### src/hdl/adc_cfg_defines.vh
`ifndef ADC_CFG_DEFINES_VH
`define ADC_CFG_DEFINES_VH
// ****************************************************************
// Register indexes (byte address is four times the index)
// ****************************************************************
`define IDX_LIMIT_HIGH   4'h7
`define IDX_LIMIT_LOW    4'h8
`define IDX_SETUP        4'h9
`define IDX_TRIM_HIGH    4'hA
`define IDX_TRIM_LOW     4'hB
`define IDX_W            4
`define IDX_LSB          2
`define IDX_MSB          5
`define ALIGN_BITS       1:0
`define ADDR_TOP_LSB     6
// ****************************************************************
// Field positions
// ****************************************************************
`define F_WORD           15:0
`define F_LIMIT_LOWER    15:8
`define F_LIMIT_RSVD     7:4
`define F_COEFF          3:0
`define F_SKEW           15:6
`define F_SETUP_RSVD     5:3
`define F_REMOVAL_OFF    2
`define F_INPUT_SEL      1:0
`define F_TRIM_LOWER     15:8
`define F_TRIM_RSVD      7:0
`define F_LANE0          7:0
`define F_LANE1          15:8
// ****************************************************************
// Reset values and constants
// ****************************************************************
`define RST_WORD         16'h0000
`define RST_BYTE         8'h00
`define RST_COEFF        4'h0
`define RST_SKEW         10'h000
`define RST_SEL          2'h0
`define RST_BUS          32'h0000_0000
`define COEFF_OFF        4'h0
`define SHIFT_BASE       5'h01
`define SHIFT_NONE       5'h00
`define ONEHOT_RST       4'h1
`endif

### src/hdl/apb_access_ctrl.v
`default_nettype none
`include "adc_cfg_defines.vh"
// ****************************************************************
// APB access control: one wait state, address decode, error answer
// ****************************************************************
module apb_access_ctrl #(
  parameter ADDR_W = 8
) (
  input  wire              clk,
  input  wire              arst_n,
  input  wire              clk_en,
  input  wire              psel,
  input  wire              penable,
  input  wire              pwrite,
  input  wire [ADDR_W-1:0] paddr,
  output reg               pready_r,
  output reg               pslverr_r,
  output wire              wr_en,
  output wire              rd_en,
  output wire              hit,
  output wire [`IDX_W-1:0] idx
);

  // Index holds one of the five mapped registers
  function idx_mapped;
    input [`IDX_W-1:0] i;
    begin
      idx_mapped = (i >= `IDX_LIMIT_HIGH) && (i <= `IDX_TRIM_LOW);
    end
  endfunction

  wire access_ph;  // Access phase of a transfer

  assign idx       = paddr[`IDX_MSB:`IDX_LSB];
  assign hit       = (paddr[`ALIGN_BITS] == 2'h0) && ~|(paddr >> `ADDR_TOP_LSB)
                     && idx_mapped(idx);
  assign access_ph = psel & penable;
  // Write lands on the edge that samples pready high
  assign wr_en     = access_ph & pready_r & pwrite & hit;
  // Read data is latched one edge before pready is seen
  assign rd_en     = access_ph & ~pready_r & ~pwrite;

  // Ready flop high for exactly the final access cycle; error flop too when the address misses
  always @(posedge clk or negedge arst_n)
  begin
    if (!arst_n)
    begin
      pready_r  <= 1'b0;
      pslverr_r <= 1'b0;
    end
    else if (clk_en)
    begin
      pready_r  <= access_ph & ~pready_r;
      pslverr_r <= access_ph & ~pready_r & ~hit;
    end
  end
endmodule // apb_access_ctrl
`default_nettype wire

### src/hdl/channel_filter_decode.v
`default_nettype none
// ****************************************************************
// Effective offset-removal filter and input selection, channel 0
// ****************************************************************
module channel_filter_decode (
  input  wire       clk,
  input  wire       arst_n,
  input  wire       clk_en,
  input  wire [3:0] coeff,
  input  wire       removal_off,
  input  wire [1:0] input_sel,
  output reg        filter_on_r,
  output reg  [4:0] filter_shift_r,
  output reg  [3:0] sel_onehot_r
);
`include "adc_cfg_defines.vh"

  wire       on_nxt;     // Filter active for this channel
  wire [4:0] shift_nxt;  // Coefficient is 2 to the minus shift

  // Code zero disables, else 1/4 halving per step; channel bit overrides
  assign on_nxt    = (coeff != `COEFF_OFF) & ~removal_off;
  assign shift_nxt = on_nxt ? ({1'b0, coeff} + `SHIFT_BASE) : `SHIFT_NONE;

  // Decoded flops: one cycle behind the register fields
  always @(posedge clk or negedge arst_n)
  begin
    if (!arst_n)
    begin
      filter_on_r    <= 1'b0;
      filter_shift_r <= `SHIFT_NONE;
      sel_onehot_r   <= `ONEHOT_RST;
    end
    else if (clk_en)
    begin
      filter_on_r    <= on_nxt;
      filter_shift_r <= shift_nxt;
      sel_onehot_r   <= `ONEHOT_RST << input_sel;
    end
  end
endmodule // channel_filter_decode
`default_nettype wire

### src/hdl/adc_cfg_regs.v
// Overview of operation
// - Threshold high word register, index 7h, zero reset
// - Index 8h: threshold low byte, reserved 7:4
// - Coefficient code zero off, else quarter halving
// - Channel setup register index 9h, zero reset
// - Bits 15:6 hold signed sample skew
// - Channel bit two turns filter off locally
// - Bits 1:0 select pins, short, test signals
// - Index Ah holds zero trim bits 23:8
// - Index Bh holds zero trim low word
// - Trim low byte in 15:8, 7:0 read zero
//
// The implementer's own choice: the APB register port.
`default_nettype none
module adc_cfg_regs #(
  parameter ADDR_W = 8
) (
  input  wire              MCLK,
  input  wire              ARST_N,
  input  wire              CLK_EN,
  input  wire              PSEL,
  input  wire              PENABLE,
  input  wire              PWRITE,
  input  wire [ADDR_W-1:0] PADDR,
  input  wire [31:0]       PWDATA,
  input  wire [3:0]        PSTRB,
  output reg  [31:0]       PRDATA,
  output wire              PREADY,
  output wire              PSLVERR,
  output wire [23:0]       DETECT_LIMIT,
  output wire [3:0]        OFFSET_REMOVAL_COEFFICIENT,
  output wire [9:0]        FIRST_CHANNEL_SAMPLE_SKEW,
  output wire              FIRST_CHANNEL_OFFSET_REMOVAL_OFF,
  output wire [1:0]        FIRST_CHANNEL_INPUT_SELECT,
  output wire              FILTER_ACTIVE,
  output wire [4:0]        FILTER_SHIFT,
  output wire [3:0]        INPUT_ONEHOT,
  output wire [23:0]       FIRST_CHANNEL_ZERO_TRIM
);
`include "adc_cfg_defines.vh"

  // ****************************************************************
  // Functions
  // ****************************************************************

  // Merge new data into an old word under the two low byte strobes
  // Used for every register so byte writes behave the same everywhere
  function [15:0] lane_merge;
    input [15:0] old_w;
    input [15:0] new_w;
    input [1:0]  strb;
    begin
      lane_merge = old_w;
      if (strb[0])
      begin
        lane_merge[`F_LANE0] = new_w[`F_LANE0];
      end
      if (strb[1])
      begin
        lane_merge[`F_LANE1] = new_w[`F_LANE1];
      end
    end
  endfunction

  // ****************************************************************
  // Storage
  // ****************************************************************
  // Only defined fields own flops; reserved bits are constant zeros in
  // the read images, so a stray write can never make them read back one
  reg  [15:0]       detect_limit_upper_bits_r;          // Threshold high word
  reg  [7:0]        detect_limit_lower_byte_r;          // Threshold low byte
  reg  [3:0]        offset_removal_coefficient_r;       // Global filter code
  reg  [9:0]        first_channel_sample_skew_r;        // Signed skew
  reg               first_channel_offset_removal_off_r; // Local filter off
  reg  [1:0]        first_channel_input_select_r;       // Input mux code
  reg  [15:0]       zero_trim_upper_bits_r;             // Trim bits 23:8
  reg  [7:0]        zero_trim_lower_byte_r;             // Trim bits 7:0

  // ****************************************************************
  // Bus side wires
  // ****************************************************************
  // Strobes and index come from the access block, valid in the access phase
  wire              wr_en;       // Write commit strobe
  wire              rd_en;       // Read data capture strobe
  wire              hit;         // Address maps a register
  wire [`IDX_W-1:0] idx;         // Register index
  reg  [15:0]       rd_word;     // Image of addressed register
  wire [15:0]       img_limit_high;  // Register images as read
  wire [15:0]       img_limit_low;
  wire [15:0]       img_setup;
  wire [15:0]       img_trim_high;
  wire [15:0]       img_trim_low;
  wire [15:0]       wr_word;     // Merged write word

  // ****************************************************************
  // Bus access control
  // ****************************************************************

  // Handshake, decode and error answer
  // Ready rises in the second access cycle; a write lands on that edge,
  // while read data is taken one edge earlier so it stands with ready
  apb_access_ctrl #(
    .ADDR_W    (ADDR_W)
  ) u_access (
    .clk       (MCLK),
    .arst_n    (ARST_N),
    .clk_en    (CLK_EN),
    .psel      (PSEL),
    .penable   (PENABLE),
    .pwrite    (PWRITE),
    .paddr     (PADDR),
    .pready_r  (PREADY),
    .pslverr_r (PSLVERR),
    .wr_en     (wr_en),
    .rd_en     (rd_en),
    .hit       (hit),
    .idx       (idx)
  );

  // ****************************************************************
  // Register images
  // ****************************************************************

  // Images are built fresh each cycle from the field flops
  // Full high word of the threshold
  assign img_limit_high = detect_limit_upper_bits_r;

  // Low byte, reserved zeros, then global coefficient
  assign img_limit_low  = {detect_limit_lower_byte_r, 4'h0,
                           offset_removal_coefficient_r};

  // Skew, reserved zeros, local off bit, input select
  // Software writes zeros to 5:3; whatever it writes is dropped
  assign img_setup      = {first_channel_sample_skew_r, 3'h0,
                           first_channel_offset_removal_off_r,
                           first_channel_input_select_r};

  // Trim high word holds bits 23:8
  assign img_trim_high  = zero_trim_upper_bits_r;

  // Trim low byte, reserved byte reads zero
  assign img_trim_low   = {zero_trim_lower_byte_r, `RST_BYTE};

  // ****************************************************************
  // Read selection
  // ****************************************************************

  // Choose the image of the addressed register
  // An unmapped index reads zero; the access block flags the error
  always @*
  begin
    case (idx)
      `IDX_LIMIT_HIGH: rd_word = img_limit_high;
      `IDX_LIMIT_LOW:  rd_word = img_limit_low;
      `IDX_SETUP:      rd_word = img_setup;
      `IDX_TRIM_HIGH:  rd_word = img_trim_high;
      `IDX_TRIM_LOW:   rd_word = img_trim_low;
      default:         rd_word = `RST_WORD;  // Unmapped reads zero
    endcase
  end

  // Write word after applying byte strobes to the current image
  // A lane without its strobe keeps the stored bits; strobes 3:2 cover
  // the unused upper half of the data bus and are ignored
  assign wr_word = lane_merge(rd_word, PWDATA[`F_WORD], PSTRB[1:0]);

  // ****************************************************************
  // Read data flop
  // ****************************************************************

  // Captured one edge before ready; zero on an unmapped read
  // Holds between reads, so a slow master still finds the last word
  always @(posedge MCLK or negedge ARST_N)
  begin
    if (!ARST_N)
    begin
      PRDATA <= `RST_BUS;
    end
    else if (CLK_EN && rd_en)
    begin
      if (hit)
      begin
        PRDATA <= {16'h0000, rd_word};
      end
      else
      begin
        PRDATA <= `RST_BUS;
      end
    end
  end

  // ****************************************************************
  // Register write
  // ****************************************************************

  // All fields reset to zero; reserved bits are never stored
  // Clock enable low freezes every field along with the handshake
  always @(posedge MCLK or negedge ARST_N)
  begin
    if (!ARST_N)
    begin
      detect_limit_upper_bits_r          <= `RST_WORD;
      detect_limit_lower_byte_r          <= `RST_BYTE;
      offset_removal_coefficient_r       <= `RST_COEFF;
      first_channel_sample_skew_r        <= `RST_SKEW;
      first_channel_offset_removal_off_r <= 1'b0;
      first_channel_input_select_r       <= `RST_SEL;
      zero_trim_upper_bits_r             <= `RST_WORD;
      zero_trim_lower_byte_r             <= `RST_BYTE;
    end
    else if (CLK_EN && wr_en)
    begin
      case (idx)
        // Threshold high word, all sixteen bits
        `IDX_LIMIT_HIGH:
        begin
          detect_limit_upper_bits_r <= wr_word;
        end
        // Threshold low byte and global coefficient
        `IDX_LIMIT_LOW:
        begin
          detect_limit_lower_byte_r    <= wr_word[`F_LIMIT_LOWER];
          offset_removal_coefficient_r <= wr_word[`F_COEFF];
        end
        // Channel setup; bits 5:3 are dropped
        `IDX_SETUP:
        begin
          first_channel_sample_skew_r        <= wr_word[`F_SKEW];
          first_channel_offset_removal_off_r <= wr_word[`F_REMOVAL_OFF];
          first_channel_input_select_r       <= wr_word[`F_INPUT_SEL];
        end
        // Trim upper sixteen bits
        `IDX_TRIM_HIGH:
        begin
          zero_trim_upper_bits_r <= wr_word;
        end
        // Trim lower byte in the upper lane
        `IDX_TRIM_LOW:
        begin
          zero_trim_lower_byte_r <= wr_word[`F_TRIM_LOWER];
        end
        // Unmapped: nothing stored
        default:
        begin
          zero_trim_lower_byte_r <= zero_trim_lower_byte_r;
        end
      endcase
    end
  end

  // ****************************************************************
  // Filter and input decode
  // ****************************************************************

  // Effective filter for channel 0 and one-hot input select
  // Decoded values trail the fields by one cycle, so a consumer that
  // needs them aligned with a write must wait one extra edge
  channel_filter_decode u_decode (
    .clk            (MCLK),
    .arst_n         (ARST_N),
    .clk_en         (CLK_EN),
    .coeff          (offset_removal_coefficient_r),
    .removal_off    (first_channel_offset_removal_off_r),
    .input_sel      (first_channel_input_select_r),
    .filter_on_r    (FILTER_ACTIVE),
    .filter_shift_r (FILTER_SHIFT),
    .sel_onehot_r   (INPUT_ONEHOT)
  );

  // ****************************************************************
  // Field outputs
  // ****************************************************************

  // Every field output is a flop; nothing but wiring sits in the path
  // Threshold as one 24-bit value, high word first
  // The two words are not written atomically: update high then low
  assign DETECT_LIMIT = {detect_limit_upper_bits_r,
                         detect_limit_lower_byte_r};

  // Global coefficient code
  // Zero turns the filter off; each step up halves the coefficient
  assign OFFSET_REMOVAL_COEFFICIENT = offset_removal_coefficient_r;

  // Two's-complement skew in modulator cycles
  // Sign is kept as stored; the sampler sign-extends it as it needs
  assign FIRST_CHANNEL_SAMPLE_SKEW = first_channel_sample_skew_r;

  // Local filter disable bit
  // Overrides the global code for this channel alone
  assign FIRST_CHANNEL_OFFSET_REMOVAL_OFF = first_channel_offset_removal_off_r;

  // Raw input select code
  // 0 pins, 1 shorted, 2 positive test, 3 negative test
  assign FIRST_CHANNEL_INPUT_SELECT = first_channel_input_select_r;

  // Zero trim as one 24-bit value
  // High word holds bits 23:8, the low word's upper byte bits 7:0
  assign FIRST_CHANNEL_ZERO_TRIM = {zero_trim_upper_bits_r,
                                    zero_trim_lower_byte_r};

endmodule // adc_cfg_regs
`default_nettype wire

### config.mk
export PLATFORM = sky130hd
export DESIGN_NAME = adc_cfg_regs
export DESIGN_NICKNAME = d
export VERILOG_FILES = /design/src/hdl/apb_access_ctrl.v /design/src/hdl/channel_filter_decode.v /design/src/hdl/adc_cfg_regs.v
export VERILOG_INCLUDE_DIRS = /design/src /design/src/hdl
export SDC_FILE = /design/constraint.sdc
export NUM_CORES = 1
export LEC_CHECK = 0
export ABC_AREA = 1
export BUFFER_PORTS_ARGS = -buffer_cell sky130_fd_sc_hd__buf_2
export CAP_MARGIN = 5
export CORE_AREA = 8 8 102 104
export CTS_CLUSTER_SIZE = 25
export DETAILED_ROUTE_END_ITERATION = 8
export DIE_AREA = 0 0 110 112
export PLACE_DENSITY = 0.85
export SETUP_SLACK_MARGIN = 0.5
export SLEW_MARGIN = 20
export SYNTH_ARGS = -nofsm -noshare
export SYNTH_HDL_FRONTEND = slang
export SYNTH_SLANG_ARGS = --single-unit
### constraint.sdc
create_clock -name MCLK -period 2.8 [get_ports MCLK]
set_input_delay 0 -clock MCLK [delete_from_list [all_inputs] [get_ports MCLK]]
set_output_delay 0 -clock MCLK [all_outputs]
set_load 0.01 [all_outputs]
==> results of run 1 <==
[flip-flops by register name, indices dropped and copies added, names as in the netlist, 2 cells and up]
signal and flops:
PRDATA 16, detect_limit_upper_bits_r 16, img_trim_high 16, FIRST_CHANNEL_SAMPLE_SKEW 10
detect_limit_lower_byte_r 8, zero_trim_lower_byte_r 8, u_decode.filter_shift_r 5, OFFSET_REMOVAL_COEFFICIENT 4
u_decode.sel_onehot_r 4, FIRST_CHANNEL_INPUT_SELECT 2
[path summary, 6_finish.rpt]
path,start,endpoint,slack [ps],cells after the start
setup reg to reg,u_access.pready_r,detect_limit_upper_bits_r[1],850,7
hold reg to reg,PRDATA[6],PRDATA[6],480,2
hold / removal,PWDATA[1],OFFSET_REMOVAL_COEFFICIENT[1],20,4
setup / recovery,CLK_EN,detect_limit_upper_bits_r[1],700,9
min in group asynchronous,ARST_N,detect_limit_upper_bits_r[9],270,2
max in group asynchronous,ARST_N,u_decode.sel_onehot_r[0],1730,3
[area by class of cell]
| cell class | count | area share [%] |
|---|---|---|
| clock buffers | 14 | 3.07 |
| clock inverters | 2 | 0.290 |
| repair buffers | 143 | 14.0 |
| well taps | 111 | 2.47 |
| multi-input cells | 454 | 35.8 |
| flip-flops and latches | 93 | 41.5 |
| inverters | 43 | 2.87 |
[kinds of logic (layout without fill, tap and decap cells)]
family	after synthesis	after routing	share of synthesized area, %
adder cells (fa/ha/maj)	2	2	0.537
XOR/XNOR	2	2	0.376
AND/OR/NAND/NOR	409	409	38.3
buffers and inverters	79	202	8.01
flip-flops	93	93	50.0
AO/OA/AOI/OAI	25	25	2.69
other	1	16	0.0805
[what timing repair did]
action / 4_1_cts / 5_1_grt
endpoints found under the hold margin: 73 / 0
buffers inserted: 0 / 0
hold buffers: 8 / 0
[power breakdown]
part / internal (W) / switching [W] / leakage (nW)
logic: 0.0000519 / 0.000130 / 1.89
registers: 0.00135 / 0.00000209 / 1.29
clock network: 0.000399 / 0.000460 / 0.0929
total: 0.00180 / 0.000592 / 3.28
[layer usage]
layer	vias up	global-route usage (%)
met5	-	0
met1	2229	31.0
li1	2184	-
met4	0	8.38
met2	298	37.7
met3	31	3.87
[stage by stage]
step	cell area, um2	setup slack [ps]	total power (W)	hold WS (ps)
finish	5620	702	0.00239	22.3
detailed placement	5350	733	0.00155	161
floorplan	4710	1320	0.00147	-296
global placement	5350	786	0.00154	147
global route	5620	621	0.00248	35.4
CTS	5620	738	0.00239	6.41
[critical path, delay by kind of cell]
kind	cells	cell delay [ps]
buf+inv	4	1190
simple gates	5	1150
[layout by cell type (no fill, tap or decap)]
cell           instances
dfrtp_1               92
nor3_2                 1
dfstp_2                1
clkbuf_1               2
clkinv_1               1
nor3_1                 8
nor2_1                28
ha_1                   2
nand2_2                1
or2_2                  6
xor2_1                 1
clkinvlp_4             1
nand4_1                4
inv_2                  8
clkbuf_8              12
conb_1                16
nand3_1              115
or2_1                  8
xnor2_1                1
inv_1                 34
buf_4                 12
buf_2                123
o21ai_0               15
clkinv_4               1
o21ai_1               10
nand3_4                1
nor2_4                 2
nor2_2                 5
dlygate4sd3_1          8
nand2_1              230
==> out/metrics.yaml, run 1 <==
status:
  status: "finished, final reports clean"
synth:
  synth_top_flop_cell: "dfrtp_1"
  postSynthCellCount: 611
  synth_area_leaders: "dfrtp_1, nand2_1, nand3_1"
  ys_seq_area_share_pct: 50.0
  yosys.area.top_type: "dfrtp_1"
  synth-async-reset-ratio_pct: 100
  synth_commonest_cells: "nand2_1, nand3_1, dfrtp_1, inv_1, nor2_1"
  synth_seq_cells: 93
  synth-edff-count: 0
  syn_avg_cell_area_um2: 7.62
  yosysUniqueCellTypes: 27
  yosysMostFrequentCell: "nand2_1"
  yosysWarningCount: 0
  syn_area_um2: 4660
  netlist.area_leader.share_pct: 49.4
global_routing:
  grt_start_max_net_pins: 66
  antenna_found_initial: 0
  grt_pass1_vias: 4482
  grt_pass1_wl_um: 22700
  grt_use_total_pct: 23.5
  grt.overflow.total: 0
worst_setup_path:
  cpPeakStageDelay_ps: 520
  crit_path_top_delay_cell: "dlygate4sd3_1"
  crit_chain: "dlygate4sd3_1 -> buf_2 -> inv_1 -> nor3_2 -> nand3_4 -> nor2_4 -> inv_2 -> nand2_1 -> nand2_1"
  crit_type: "input pin to flop"
  critPathRequiredTime_ps: 3050
  startpoint_type: "input pin"
  cp-end-kind: "flop"
  crit_arrival_ps: 2350
  crit_top_cell: "nand2_1"
  worstPathMaxFanout: 17
finish:
  area_growth_pct: 20.6
  multi_input_area_um2: 2010
  fin_util_pct: 63.2
  finalNonFillerCells: 860
  nets: 796
  fill_cells: 808
  antennaDiodeCount: 0
  regArea_um2: 2330
  drive_above_1_share_pct: 23.2
drt:
  wl_met1_um: 5820
  routed_wl_um: 14700
  avgRoutedWirePerCell_um: 17.1
  wl_met3_um: 1610
  vias: 4742
  met2_length_um: 6980
  post-route-drc-count: 0
  antenna_left: 0
  top_layer: "met4"
  drt_iter0_markers: 415
  first_pass_iters: 5
  viasPerCell: 5.51
clocking:
  cts-root-buf: "clkbuf_8"
  clockBufferDepth: 2
  cts_buffers: 9
  post_cts_resize_count: 0
  cts_tree: "built"
  worstSkewPairLatency_ps: 360
  cts_max_level: 3
  clk_pin_slew_worst_paths_ps: 80
  cts.sinks: 93
min_path:
  min_path_type: "input pin to flop"
floorplanning:
  io_pins: 159
  dieWidth_um: 110
  die_area_um2: 12300
  rows: 35
  core_um2: 8890
  die_height_um: 112
  start_util_pct: 52.4
run:
  drv_cap: 0
sta:
  setup_tns_ps: 0
  max-slew-margin-rel_pct: 44.5
  min_period_ps: 2100
  finalHoldViolCount: 0
  setup_viol: 0
  fmax_mhz: 477
  finalCritPeriodShare_pct: 74.9
  worstMarginPinSlew_ps: 832
  skew_ps: 11.6
  rsz0062_at_grt: "no"
  drv_slew: 0
power_and_ir_drop:
  powerDensity_nw_per_um2: 425
  ir_worst_vdd_mv: 0.243
  power.leakage_nw: 3.28
placement:
  placed_cells: 836
  dpl.hpwl_um: 10500
  gp_congestion: 0.909
  io_buffers: 124
Note: power is estimated with default switching activity, not from simulation.
==> inputs of run 2 (changes only) <==
ABC_AREA = 0   (was 1)
CORE_AREA = 8 8 107 109   (was 8 8 102 104)
DIE_AREA = 0 0 115 117   (was 0 0 110 112)
PLACE_DENSITY = 0.8   (was 0.85)
clock period = 2.15 ns   (was 2.8 ns; I/O delays follow)
==> out/metrics.yaml, run 2 <==
power_and_ir_drop:
  p_int_w: 0.00239
  ir_worst_vdd_mv: 0.440
  switching_power_w: 0.000843
  clockPowerShare_pct: 37.0
  finalPower_w: 0.00323
  powerDensity_nw_per_um2: 539
  p_seq_share_pct: 54.5
  power.leakage_nw: 3.03
  p_sw_share_pct: 26.1
  combPwrFrac_pct: 8.5
synth:
  yosysUniqueCellTypes: 50
  synth_commonest_cells: "dfrtp_1, o21ai_0, mux2i_1, nand2_1"
  synth_mux_area_share_pct: 14.8
  netlist.area_leader.share_pct: 47.6
  synth_area_leaders: "dfrtp_1, mux2i_1, mux2_4"
  synth_seq_cells: 93
  synth_compound_area_share_pct: 13.9
  synth-edff-count: 0
  yosysWarningCount: 0
  synth-xor-area-share_pct: 0.362
  ys_seq_area_share_pct: 48.1
  synth-async-reset-ratio_pct: 100
  yosys.area.top_type: "dfrtp_1"
  postSynthCellCount: 449
  syn_avg_cell_area_um2: 10.8
  synth-simple-area-share_pct: 14.8
  synth_top_flop_cell: "dfrtp_1"
  yosysMostFrequentCell: "dfrtp_1"
  syn_area_um2: 4840
  synth_top_family_by_area: "multiplexers"
  synthAdderAreaFrac_pct: 0.517
global_routing:
  grt_pass1_wl_um: 22200
  grt_use_total_pct: 21.5
  antenna_found_initial: 0
  grt_pass1_vias: 4121
  grt.overflow.total: 0
  grt_start_max_net_pins: 61
worst_setup_path:
  crit_chain: "nand2_8 -> nor4_4 -> and3_4 -> mux2_4"
  crit_type: "flop to flop"
  worstPathMaxFanout: 5
  rr_startpoint: "u_access.pready_r"
  cpPeakStageDelay_ps: 460
  critPathRequiredTime_ps: 2410
  crit_path_top_delay_cell: "dfrtp_2"
  startpoint_type: "flop"
  cp-startpoint: "u_access.pready_r"
  r2r_slack_ps: 490
  cp-end-kind: "flop"
  crit_arrival_ps: 1920
floorplanning:
  core_um2: 9910
  rows: 37
  start_util_pct: 48.8
  die_height_um: 117
  io_pins: 159
  die_area_um2: 13500
  dieWidth_um: 115
clocking:
  cts-root-buf: "clkbuf_8"
  clockBufferDepth: 2
  cts.sinks: 93
  cts_tree: "built"
  worstSkewPairLatency_ps: 370
  cts_max_level: 3
  cts_buffers: 9
  clk_pin_slew_worst_paths_ps: 90
drt:
  routed_wl_um: 14400
  antenna_left: 0
  post-route-drc-count: 0
  viasPerCell: 5.59
  vias: 4123
  avgRoutedWirePerCell_um: 19.6
  first_pass_iters: 5
  drt_iter0_markers: 283
sta:
  fmax_mhz: 602
  drv_slew: 0
  finalHoldViolCount: 0
  setup_tns_ps: 0
  setup_viol: 0
  worstMarginPinSlew_ps: 556
  max-slew-margin-rel_pct: 62.6
  min_period_ps: 1660
  finalCritPeriodShare_pct: 77.2
  rsz0062_at_grt: "yes"
  skew_ps: 15.0
status:
  status: "finished, final reports clean"
finish:
  regArea_um2: 2330
  fill_cells: 873
  final_cell_mix: "buf_2, dfrtp_1, o21ai_0"
  drive_above_1_share_pct: 36.3
  layout_commonest_cell: "buf_2"
  multi_input_area_um2: 2270
  antennaDiodeCount: 0
  nets: 648
  area_growth_pct: 24.0
min_path:
  min_path_type: "input pin to flop"
  min_from: "PWDATA[4]"
placement:
  gp_congestion: 0.842
  dpl.hpwl_um: 10600
  io_buffers: 124
run:
  drv_cap: 0
[run 2: cell types whose count changed after synthesis, moves of 15 or more]
cell	change
mux2_2	+16
o21ai_0	+20
nand2_1	-199
nand3_1	-111
and2_1	+15
mux2i_1	+34
a21oi_1	+21
a31oi_1	+21
[run 2: layout make-up]
class | count | share of cell area (%)
clock buffers | 9 | 2.07
clock inverters | 7 | 1.19
inverters | 21 | 1.31
multi-input cells | 310 | 37.8
flip-flops and latches | 93 | 38.8
well taps | 136 | 2.84
repair buffers | 161 | 15.9
[run 2: metrics by stage]
stage               cells  instance area (um2)  util [%]  setup WS (ps)  hold WS, ps
floorplan             464                 4910         -            381         -296
global placement      705                 5610      56.6            188        -24.3
detailed placement    705                 5610      56.6            173        -17.1
CTS                   730                 5900      59.6            508         1.29
global route          737                 6000      60.5            446         2.39
finish                737                 6000      60.5            490         17.7
[run 2: routing by layer]
metal / global-route usage (%) / vias to the layer above / routed length, um
met4: 6.22 / 0 / 217
met2: 35.0 / 188 / 6870
li1: - / 1879 / -
met3: 6.41 / 18 / 1400
met5: 0 / - / 0
met1: 27.1 / 2038 / 5930
[run 2: path summary, 6_finish.rpt]
kind,to,depth (start not counted)
max,zero_trim_lower_byte_r[0],4
min,img_trim_high[4],3
max reg2reg,zero_trim_lower_byte_r[0],4
min reg2reg,PRDATA[0],2
max in group asynchronous,u_decode.filter_shift_r[4],3
min in group asynchronous,detect_limit_upper_bits_r[12],2
[run 2: power groups by stage]
| stage | sequential [W] | clock (W) | combinational (W) |
|---|---|---|---|
| 3_3_place_gp | 0.00180 | 0 | 0.000242 |
| 5_1_grt | 0.00176 | 0.00128 | 0.000300 |
| 3_5_place_dp | 0.00180 | 0 | 0.000249 |
| 6_report | 0.00176 | 0.00120 | 0.000276 |
| 2_1_floorplan | 0.00180 | 0 | 0.000148 |
| 4_1_cts | 0.00176 | 0.00122 | 0.000261 |
[run 2: kinds of logic (layout without fill, tap and decap cells)]
| family | Yosys count | in the layout |
|---|---|---|
| AOI/OAI and AO/OA | 111 | 111 |
| xor gates and xnor gates | 2 | 2 |
| adders and majority gates | 2 | 2 |
| buffers and inverters | 62 | 198 |
| DFF | 93 | 93 |
| muxes | 63 | 63 |
| other | 1 | 16 |
| and+or+nand+nor | 115 | 116 |
[run 2: repair_timing]
item                                    in CTS  in global routing
gates cloned                                 1                  0
endpoints found under the hold margin       54                  0
hold buffers                                 7                  0
gates resized for setup                      4                  5
pin swaps                                    1                  3
endpoints found under the setup margin      42                 34
buffers inserted                             1                  7
[run 2: critical path: cells and delay by family (launching register included)]
family           cells  cell delay, ps
flip-flops           1             460
multiplexers         1             310
AND/OR/NAND/NOR      3             790
